<file path="src/sahr_pkg.sv">
// shared types and constants of the converter read and control block
package sahr_pkg;

   // result word
   localparam int          RES_W          = 12;
   localparam int          NIB_W          = 4;
   localparam int          MSB_IDX        = 11;
   localparam logic [3:0]  BIT_IDX_MSB    = 4'hB;
   localparam logic [3:0]  BIT_IDX_LSB    = 4'h0;
   localparam logic [11:0] RES_RST        = 12'h000;
   localparam logic [3:0]  NIB_LOW        = 4'h0;

   // falling clock-input edges from start to the first bit decision
   localparam logic [1:0]  FALLS_TO_MSB   = 2'h2;
   localparam logic [1:0]  FALL_CNT_RST   = 2'h0;

   // system clock
   localparam int          CLK_PERIOD_NS  = 10;

   // host-side spacing limits, kept by the host
   localparam int          RD_GAP_NS      = 200;
   localparam int          RD_GAP_CYC     =
      (RD_GAP_NS + CLK_PERIOD_NS - 1) / CLK_PERIOD_NS;
   localparam int          START_SEP_NS   = 40;
   localparam int          START_SEP_CYC  =
      (START_SEP_NS + CLK_PERIOD_NS - 1) / CLK_PERIOD_NS;
   localparam int          CONV_GAP_US    = 1;
   localparam int          CONV_GAP_CYC   =
      (CONV_GAP_US * 1000 + CLK_PERIOD_NS - 1) / CLK_PERIOD_NS;

   // conversion length in clock-input cycles
   localparam int          CONV_MIN_CYC   = 12;
   localparam int          CONV_MAX_CYC   = 13;

   typedef enum logic [1:0] {
      ST_IDLE = 2'b00,
      ST_LEAD = 2'b01,
      ST_CONV = 2'b10
   } sahr_state_t;

   // pin inputs from outside the clock domain
   typedef struct packed {
      logic cs_n;
      logic rd_n;
      logic upper_byte_select;
      logic clk_in;
      logic comp_hi;
   } sahr_pins_t;

   localparam sahr_pins_t PINS_RST = '{cs_n: 1'b1, rd_n: 1'b1,
                                       upper_byte_select: 1'b0,
                                       clk_in: 1'b0, comp_hi: 1'b0};

   // three-state result bus
   typedef struct packed {
      logic [11:0] result_pins;
      logic        result_pins_oe;
   } sahr_bus_t;

   typedef struct packed {
      sahr_pins_t  sync1;
      sahr_pins_t  sync2;
      logic        clk_prev;
      logic        start_prev;
      sahr_state_t st;
      logic [1:0]  fall_cnt;
      logic [3:0]  bit_idx;
      logic [11:0] approximation_register;
      logic [11:0] dac_code;
      logic [11:0] latch;
      sahr_bus_t   bus;
      logic        busy_n;
      logic        clk_out;
   } sahr_regs_t;

endpackage : sahr_pkg

</file>
<file path="src/sahr_ctrl.sv">
// conversion sequencing and host read interface of the sampling converter
//
// Overview of operation
// - read strobe and byte select are ignored unless device select is low.
// - read strobe low with select and byte select low starts a conversion.
// - byte select high blocks conversion starts.
// - result pins driven only while select and read strobe are low.
// - busy output is low throughout a conversion, high otherwise.
// - byte select high gives bits 11..8, four zeros, bits 11..8 again.
// - result is 12-bit unsigned, bit 11 the most significant.
// - clock output is the inverse of the clock input.
// - start loads the approximation register with 12'h800 (MSB trial bit); no restart mid-conversion.
// - first bit decided at second falling clock edge, then one per edge.
// - end of conversion copies the approximation register to the latch.
`timescale 1ns/1ps
module sahr_ctrl (
   // clock, reset, enable
   input  wire logic             ref_clk,
   input  wire logic             srst,
   input  wire logic             ce,
   // pins from the host and the analog side
   input  wire sahr_pkg::sahr_pins_t pins_i,
   // result bus and status
   output      sahr_pkg::sahr_bus_t  bus_o,
   output      logic             busy_n,
   output      logic             clk_out,
   // trial code to the capacitive dac
   output      logic [11:0]      dac_code
);

   sahr_pkg::sahr_regs_t r_r;
   sahr_pkg::sahr_regs_t r_nxt;

   logic        sel;
   logic        rd_sel;
   logic        start_cond;
   logic        start_evt;
   logic        clk_fall;
   logic [11:0] one_hot;
   logic [11:0] decided;
   logic [11:0] next_trial;

   always_comb begin
      r_nxt = r_r;
      r_nxt.sync1 = pins_i;
      r_nxt.sync2 = r_r.sync1;
      r_nxt.clk_prev = r_r.sync2.clk_in;

      sel = ~r_r.sync2.cs_n;
      rd_sel = sel & ~r_r.sync2.rd_n;
      start_cond = rd_sel & ~r_r.sync2.upper_byte_select;
      start_evt = start_cond & ~r_r.start_prev;
      r_nxt.start_prev = start_cond;
      clk_fall = r_r.clk_prev & ~r_r.sync2.clk_in;

      one_hot = 12'h001 << r_r.bit_idx;
      // keep the trial bit only when the comparator says high
      decided = r_r.approximation_register & ~one_hot;
      if (r_r.sync2.comp_hi) begin
         decided = decided | one_hot;
      end
      next_trial = decided | (one_hot >> 1);

      r_nxt.clk_out = ~r_r.sync2.clk_in;

      unique case (r_r.st)
         sahr_pkg::ST_IDLE: begin
            if (start_evt) begin
               r_nxt.st = sahr_pkg::ST_LEAD;
               r_nxt.fall_cnt = sahr_pkg::FALL_CNT_RST;
               r_nxt.bit_idx = sahr_pkg::BIT_IDX_MSB;
               r_nxt.approximation_register =
                  12'h001 << sahr_pkg::BIT_IDX_MSB;
               r_nxt.busy_n = 1'b0;
            end
         end
         sahr_pkg::ST_LEAD: begin
            if (clk_fall) begin
               r_nxt.fall_cnt = r_r.fall_cnt + 2'h1;
               if (r_r.fall_cnt + 2'h1 == sahr_pkg::FALLS_TO_MSB) begin
                  r_nxt.st = sahr_pkg::ST_CONV;
               end
            end
         end
         sahr_pkg::ST_CONV: begin
            // MSB at entry edge, then one bit per falling edge
            if (clk_fall || r_r.fall_cnt == sahr_pkg::FALLS_TO_MSB) begin
               r_nxt.fall_cnt = sahr_pkg::FALL_CNT_RST;
               if (r_r.bit_idx == sahr_pkg::BIT_IDX_LSB) begin
                  r_nxt.approximation_register = decided;
                  r_nxt.latch = decided;
                  r_nxt.st = sahr_pkg::ST_IDLE;
                  r_nxt.busy_n = 1'b1;
               end else begin
                  r_nxt.approximation_register = next_trial;
                  r_nxt.bit_idx = r_r.bit_idx - 4'h1;
               end
            end
         end
         default: begin
            r_nxt.st = sahr_pkg::ST_IDLE;
            r_nxt.busy_n = 1'b1;
         end
      endcase

      r_nxt.dac_code = r_nxt.approximation_register;

      r_nxt.bus.result_pins_oe = rd_sel;
      if (r_r.sync2.upper_byte_select) begin
         r_nxt.bus.result_pins = {r_r.latch[11:8], sahr_pkg::NIB_LOW,
                                  r_r.latch[11:8]};
      end else begin
         r_nxt.bus.result_pins = r_r.latch;
      end
   end

   always_ff @(posedge ref_clk) begin
      if (srst) begin
         r_r.sync1 <= sahr_pkg::PINS_RST;
         r_r.sync2 <= sahr_pkg::PINS_RST;
         r_r.clk_prev <= 1'b0;
         r_r.start_prev <= 1'b0;
         r_r.st <= sahr_pkg::ST_IDLE;
         r_r.fall_cnt <= sahr_pkg::FALL_CNT_RST;
         r_r.bit_idx <= sahr_pkg::BIT_IDX_MSB;
         r_r.approximation_register <= sahr_pkg::RES_RST;
         r_r.dac_code <= sahr_pkg::RES_RST;
         r_r.latch <= sahr_pkg::RES_RST;
         r_r.bus.result_pins <= sahr_pkg::RES_RST;
         r_r.bus.result_pins_oe <= 1'b0;
         r_r.busy_n <= 1'b1;
         r_r.clk_out <= 1'b1;
      end else if (ce) begin
         r_r <= r_nxt;
      end
   end

   assign bus_o    = r_r.bus;
   assign busy_n   = r_r.busy_n;
   assign clk_out  = r_r.clk_out;
   assign dac_code = r_r.dac_code;

endmodule : sahr_ctrl

</file>
<file path="config.mk">
export PLATFORM = sky130hd
export DESIGN_NAME = sahr_ctrl
export DESIGN_NICKNAME = d
export VERILOG_FILES = /design/src/sahr_pkg.sv /design/src/sahr_ctrl.sv
export SDC_FILE = /design/constraint.sdc
export NUM_CORES = 1
export LEC_CHECK = 0
export ABC_AREA = 1
export BUFFER_PORTS_ARGS = -buffer_cell sky130_fd_sc_hd__clkbuf_2
export CELL_PAD_IN_SITES_DETAIL_PLACEMENT = 0
export CELL_PAD_IN_SITES_GLOBAL_PLACEMENT = 1
export CORE_MARGIN = 2
export CORE_UTILIZATION = 41
export CTS_BUF_LIST = sky130_fd_sc_hd__clkbuf_8 sky130_fd_sc_hd__clkbuf_16
export CTS_CLUSTER_DIAMETER = 60
export DETAILED_ROUTE_END_ITERATION = 8
export PLACE_DENSITY = 0.82
export RECOVER_POWER = 50
export SETUP_SLACK_MARGIN = 0.4
export SLEW_MARGIN = 10
export SYNTH_ARGS = -nofsm -noshare
export SYNTH_HDL_FRONTEND = slang
export SYNTH_SLANG_ARGS = --single-unit
export TNS_END_PERCENT = 50
</file>
<file path="constraint.sdc">
create_clock -name ref_clk -period 1.7 [get_ports ref_clk]
set_input_delay 0.255 -clock ref_clk [delete_from_list [all_inputs] [get_ports ref_clk]]
set_output_delay 0.255 -clock ref_clk [all_outputs]
set_load 0.02 [all_outputs]
</file>
==> run_results.csv, run 1 <==
group,metric,value,unit
run_status,status,"finished, final reports clean",
critical_path,critPathSlowestCell,"dfxtp_2",
critical_path,path_cells,"inv_2 -> ha_4 -> nand3b_1 -> nand3_4 -> buf_8 -> o21ai_2 -> a21oi_1",
layout,nFillCells,706,
power_and_ir_drop,p_clk_frac,0.392,
sta,fin_crit,1.486,ns
cts,cts_buffers,9,
routing,wire_per_inst,12.53,um
placed_design,portBuffers,34,
routing,vias,2598,
cts,clockBufferDepth,2,
routing,wirelength,6.766,mm
power_and_ir_drop,seqPwrFrac,0.423,
layout,diodes,0,
layout,fin_area,3533,um2
critical_path,worstPathRequired,1.97,ns
layout,multi_input_area,1465,um2
placed_design,place.gp.congestion,0.9050,
cts,cts_tree,"yes",
sta,worst_hold_slack,0.1358,ns
global_route,grt_usage,0.1828,
global_route,grt_max_degree,39,
synthesis,ys_types,27,
power_and_ir_drop,p_leak,1.523,nW
routing,drtAntennaViolNets,0,
routing,drc_errors,0,
sta,final-max-slew-violation-count,0,
die,coreArea,6794,um2
die,chipWidth,87.94,um
routing,firstDrtPassIters,4,
critical_path,cp.arrival,1.76,ns
sta,setup_viol,0,
layout,seqCellArea,1197,um2
power_and_ir_drop,p_int,2.557,mW
job,drv_cap,0,
hold_path,hold_path.class,"in -> reg",
critical_path,cp-end-kind,"register",
sta,relSlewSlack,0.5597,
synthesis,yosysWarnings,0,
placed_design,postPlaceCellArea,3039,um2
power_and_ir_drop,pwr-share-comb,0.185,
synthesis,async_reset_ff_frac,0,
global_route,grt_pass1_wl,10.83,mm
cts,cts_root_buffer,"clkbuf_8",
synthesis,synthesis.area,2889,um2
power_and_ir_drop,p_sw_frac,0.2896,
layout,drive_above_1_share,0.2477,
hold_path,worstHoldPathCells,3,
global_route,gr-total-overflow,0,
die,start_util,0.4252,
sta,rsz0062_at_grt,"yes",
die,io_pins,35,
sta,max_clock_freq,673.1,MHz
critical_path,reg2reg_depth,7,
synthesis,synthesis.nets,425,
sta,fin_tns_setup,0,ns
sta,hold_viol,0,
sta,worstMarginPinSlew,0.6604,ns
placed_design,dp_hpwl,4.315,mm
cts,numClockSinks,59,
synthesis,synth-seq-cells,59,
critical_path,crit_fanout,8,
critical_path,max_stage_delay,0.34,ns
synthesis,ys_seq_area_frac,0.4088,
layout,area_delta_synth_final,22.30,%
power_and_ir_drop,p_switching,1.042,mW
placed_design,dp_slack,0.1591,ns
layout,nets,455,
die,dieHeight,87.94,um
critical_path,cp-start-kind,"register",
synthesis,synth-main-ff-cell,"dfxtp_1",
routing,drt_iter0_drc,173,
sta,min_period_over_period,0.8740,
global_route,grt_pass1_vias,2303,
synthesis,synth_edf_count,0,
sta,finalClockSkew,0.007319,ns
sta,setup_ws,0.2142,ns
synthesis,avgSynthCellArea,7.046,um2
cts,clk_pin_slew,0.07,ns
power_and_ir_drop,ir_drop,0.5224,mV
cts,clkLatencyLatePin,0.34,ns
global_route,antenna_found_initial,0,
synthesis,synthesis.instances,410,
routing,viasPerCell,4.811,
die,row_count,30,
cts,h-tree-depth,3,
power_and_ir_drop,power_density,1019,nW/um2
critical_path,worstSetupPathType,"reg -> reg",
die,die-area,7733,um2
-- registers in the layout, indices dropped and copies added (netlist names) --
name,flops
bus_o,13
r_nxt,6
r_r,26
busy_n,1
dac_code,12
clk_out,1
-- synthesized netlist by cell type (3+ instances only) --
master	number	area (um2)
a21oi_1	23	115.1
buf_1	3	11.26
buf_4	25	187.7
buf_6	3	33.78
clkbuf_1	10	37.54
dfxtp_1	59	1181
ha_1	7	87.58
inv_1	26	97.59
inv_2	4	15.01
nand2_1	92	345.3
nand3_1	40	200.2
nand4_1	3	18.77
nor2_1	61	229.0
o211ai_1	6	45.04
o21ai_0	33	165.2
-- power groups by stage --
stage / combinational [mW] / sequential, mW / clock (mW)
floorplan: 0.396 / 1.53 / 0
global placement: 0.505 / 1.54 / 0
detailed placement: 0.506 / 1.54 / 0
CTS: 0.594 / 1.52 / 1.44
global route: 0.739 / 1.53 / 1.50
finish: 0.667 / 1.52 / 1.41
-- cell families after synthesis --
kind of cell | Yosys count | synth area share
xor+xnor | 1 | 0.003032
fa+ha+maj | 7 | 0.03031
buf+inv | 74 | 0.1369
compound gates | 65 | 0.1217
simple gates | 204 | 0.2993
flops | 59 | 0.4088
-- cell type report --
cell class | instances | area share
Clock inverter | 5 | 0.02195
Tap cell | 96 | 0.03399
Inverter | 32 | 0.03576
Timing Repair Buffer | 60 | 0.1158
Sequential cell | 59 | 0.3389
Clock buffer | 10 | 0.03895
Multi-Input combinational cell | 278 | 0.4147
-- per-layer routing --
metal	up-vias	wire (um)	GRT usage
met5	-	0	0
met4	0	74	0.07552
met3	7	228	0.04430
met2	43	3064	0.2803
met1	1187	3399	0.2467
li1	1361	-	-
-- worst paths after layout --
path         slack, ns  startpoint            to
min reg2reg       0.46     r_r[65]       r_r[65]
max               0.21     r_r[55]  dac_code[11]
min               0.14   pins_i[3]     r_nxt[64]
max reg2reg       0.21     r_r[55]  dac_code[11]
-- critical path, delay by kind of cell (launching register included) --
family | cells | cell delay, ns
AOI/OAI and AO/OA | 2 | 0.18
adders and majority gates | 1 | 0.15
buffers and inverters | 2 | 0.21
DFF | 1 | 0.34
and+or+nand+nor | 2 | 0.53
-- per-stage QoR --
| step | util | cells | total power [mW] |
|---|---|---|---|
| 3_5_place_dp | 0.4473 | 509 | 2.047 |
| 5_1_grt | 0.5201 | 540 | 3.771 |
| 3_3_place_gp | 0.4473 | 509 | 2.045 |
| 4_1_cts | 0.5059 | 534 | 3.552 |
| 6_report | 0.5201 | 540 | 3.599 |
| 2_1_floorplan | - | 410 | 1.927 |
-- timing repair --
action / CTS / global route
setup buffers: 8 / 5
pin swaps: 15 / 14
setup endpoints to repair: 33 / 33
gates resized for setup: 41 / 28
cloned: 2 / 1
hold buffers: 0 / 0
-- cells in the final DEF, fill, tap and decap left out, types with 2 or more instances in the layout --
cell type  count
clkbuf_2      17
bufinv_16      2
dfxtp_2        7
a21oi_2        3
nand4_1        3
clkinv_2       3
inv_2          7
ha_4           2
inv_1         21
buf_6          4
dfxtp_1       50
o21ai_2        5
nand2_2       10
nor2_1        57
nand2_1       82
o211ai_1       6
o21ai_1       10
nand3_4        2
buf_4         16
nor3_1         2
o21ai_0       18
nand3_2        3
ha_1           3
ha_2           2
dfxtp_4        2
clkbuf_1      19
nand3_1       38
a21oi_1       20
nor2_2         2
clkbuf_8      10
inv_4          2
nor2_4         4
Power figures use the tool's default switching activity.
==> inputs of run 2 (changes only) <==
--- a/config.mk
+++ b/config.mk
@@ -5,16 +5,15 @@
 export SDC_FILE = /design/constraint.sdc
 export NUM_CORES = 1
 export LEC_CHECK = 0
-export ABC_AREA = 1
 export BUFFER_PORTS_ARGS = -buffer_cell sky130_fd_sc_hd__clkbuf_2
 export CELL_PAD_IN_SITES_DETAIL_PLACEMENT = 0
 export CELL_PAD_IN_SITES_GLOBAL_PLACEMENT = 1
 export CORE_MARGIN = 2
-export CORE_UTILIZATION = 41
+export CORE_UTILIZATION = 44
 export CTS_BUF_LIST = sky130_fd_sc_hd__clkbuf_8 sky130_fd_sc_hd__clkbuf_16
 export CTS_CLUSTER_DIAMETER = 60
 export DETAILED_ROUTE_END_ITERATION = 8
-export PLACE_DENSITY = 0.82
+export PLACE_DENSITY = 0.83
 export RECOVER_POWER = 50
 export SETUP_SLACK_MARGIN = 0.4
 export SLEW_MARGIN = 10
==> run 2 against run 1 <==
Compared with the run above: synthesized cell count is 14% lower; first-iteration DRC count decreased by 17%; clock power is 9.9% lower; routed wire length rose by 7.2%; hold slack gained 0.0034 ns; power shrank 22%; sequential share of layout area decreased by 2.7 points; final area is 8.5% higher; sequential power fell by 7%; combinational power decreased by 80%.
==> run_results.csv, run 2 <==
group,metric,value,unit
run_status,status,"finished, final reports clean",
global_route,busiest_layer,"met2",
synthesis,synth.most_common_cell,"dfxtp_1",
routing,wire_per_inst,15.56,um
cts,cts_tree,"yes",
die,dieHeight,87.52,um
synthesis,synth_edf_count,0,
routing,drt_iter0_drc,144,
critical_path,worstPathRequired,1.92,ns
layout,diodes,0,
job,drv_cap,0,
sta,hold_viol,0,
synthesis,synth-seq-cells,59,
synthesis,synth_top_area_frac,0.3848,
sta,rsz0062_at_grt,"yes",
sta,min_period_over_period,0.9162,
synthesis,ys_top_cells_by_count,"dfxtp_1 (59), nor2_1 (38), mux2i_1 (31), buf_4 (27), nand2_1 (24)",
synthesis,yosys.area.top_type,"dfxtp_1",
synthesis,yosysWarnings,0,
synthesis,ys_seq_area_frac,0.3848,
cts,hold_buffers,0,
routing,viasPerCell,5.543,
critical_path,worstSetupPathType,"reg -> reg",
synthesis,synthesis.area,3069,um2
power_and_ir_drop,p_leak,1.459,nW
global_route,grt_pass1_wl,11.25,mm
placed_design,place.gp.congestion,0.8295,
die,io_pins,35,
critical_path,cp.arrival,1.77,ns
cts,cts_root_buffer,"clkbuf_8",
critical_path,crit_fanout,5,
global_route,met1_usage,0.2610,
synthesis,async_reset_ff_frac,0,
hold_path,hold_path.class,"in -> reg",
critical_path,cp-end-kind,"register",
placed_design,portBuffers,34,
layout,nets,396,
cts,cts_buffers,9,
sta,fin_crit,1.558,ns
global_route,antenna_found_initial,0,
sta,fin_tns_setup,0,ns
global_route,use_met2,0.2755,
synthesis,synth_area_leaders,"dfxtp_1 (38%), mux2i_1 (10%), buf_4 (6.6%)",
die,row_count,30,
global_route,grt_max_degree,42,
global_route,grt_pass1_vias,2270,
die,chipWidth,87.52,um
sta,worstMarginPinSlew,0.8339,ns
layout,layout_commonest_cell,"dfxtp_1",
layout,regMostFlops,"r_r",
routing,drtAntennaViolNets,0,
synthesis,synthesis.nets,368,
global_route,grt_util_met3,0.04929,
cts,clockBufferDepth,2,
routing,firstDrtPassIters,5,
layout,drive_above_1_share,0.3316,
sta,finalClockSkew,0.007984,ns
routing,drc_errors,0,
synthesis,avgSynthCellArea,8.695,um2
critical_path,r2r_setup_slack,0.14,ns
placed_design,dp_hpwl,4.322,mm
layout,final_cell_mix,"dfxtp_1 (51), nor2_1 (38), mux2i_1 (31), buf_4 (30), nand2_1 (24)",
sta,final-max-slew-violation-count,0,
synthesis,synth-main-ff-cell,"dfxtp_1",
global_route,grt_usage,0.1859,
routing,wirelength,7.250,mm
global_route,gr-total-overflow,0,
power_and_ir_drop,ir_drop,0.2827,mV
sta,relSlewSlack,0.4441,
layout,fin_util,0.5672,
die,coreArea,6756,um2
layout,area_delta_synth_final,24.87,%
die,start_util,0.4543,
layout,largest_register_ffs,26,
sta,setup_viol,0,
cts,clk_pin_slew,0.08,ns
routing,vias,2583,
cts,clkLatencyLatePin,0.34,ns
critical_path,cp-start-kind,"register",
sta,max_clock_freq,642.0,MHz
synthesis,synthesis.instances,353,
synthesis,ys_types,48,
cts,h-tree-depth,3,
cts,numClockSinks,59,
power_and_ir_drop,power_density,734.0,nW/um2
die,die-area,7660,um2
==> run 2: through the flow <==
step / instances / setup WS, ns / total power [mW] / area, um2 / hold WS [ns]
floorplan: 353 / 0.1764 / 1.544 / 3166 / 0.3834
global placement: 428 / 0.04292 / 1.578 / 3241 / 0.4537
detailed placement: 428 / 0.05519 / 1.577 / 3241 / 0.4574
CTS: 455 / 0.1570 / 2.818 / 3617 / 0.1324
global route: 466 / 0.08666 / 2.907 / 3832 / 0.1428
finish: 466 / 0.1425 / 2.813 / 3832 / 0.1392
==> run 2: critical path, cell delays in order, from the launching register on <==
cell and delay (ns):
dfxtp_4 0.37, inv_6 0.08, ha_4 0.15, nor3b_4 0.21, o2111a_2 0.28, buf_6 0.14, clkbuf_16 0.14, a211oi_1 0.06
==> run 2: kinds of logic (layout without fill, tap and decap cells) <==
logic type,Yosys count,in the layout,share of synthesized area
fa+ha+maj,7,7,0.02854
flops,59,59,0.3848
buf+inv,63,96,0.1162
mux,31,31,0.1011
compound gates,87,87,0.1941
simple gates,106,106,0.1753
==> run 2: report_power, final <==
part | internal, mW | switching, mW | leakage, nW
registers | 1.40 | 0.0166 | 0.480
logic | 0.0506 | 0.0810 | 0.884
clock network | 0.670 | 0.597 | 0.0950
total | 2.12 | 0.694 | 1.46
==> run 2: final timing paths <==
kind,start,end,depth (start not counted)
min reg2reg,bus_o[6],bus_o[6],2
min,pins_i[4],r_nxt[65],3
max reg2reg,r_r[51],r_r[19],7
max,r_r[51],r_r[19],7
==> run 2: what timing repair did <==
item,in CTS,in global routing
setup buffers,9,9
endpoints found under the hold margin,0,0
endpoints found under the setup margin,32,32
gates cloned,2,2
pin swaps,5,12
resized for setup,18,22
==> run 2: final cells by class <==
type                    instances  area [um2]
clock inverters                 7       68.82
inverters                       7       33.78
multi-input cells             231        1755
well taps                      80       100.1
clock buffers                   9       123.9
repair buffers                 73       554.3
fillers                       605        2924
flip-flops and latches         59        1196
==> run 2: metal layers <==
| metal | part of all wire | up-vias |
|---|---|---|
| met1 | 0.48 | 1221 |
| li1 | - | 1278 |
| met3 | 0.048 | 13 |
| met5 | 0 | - |
| met2 | 0.46 | 71 |
| met4 | 0.014 | 0 |
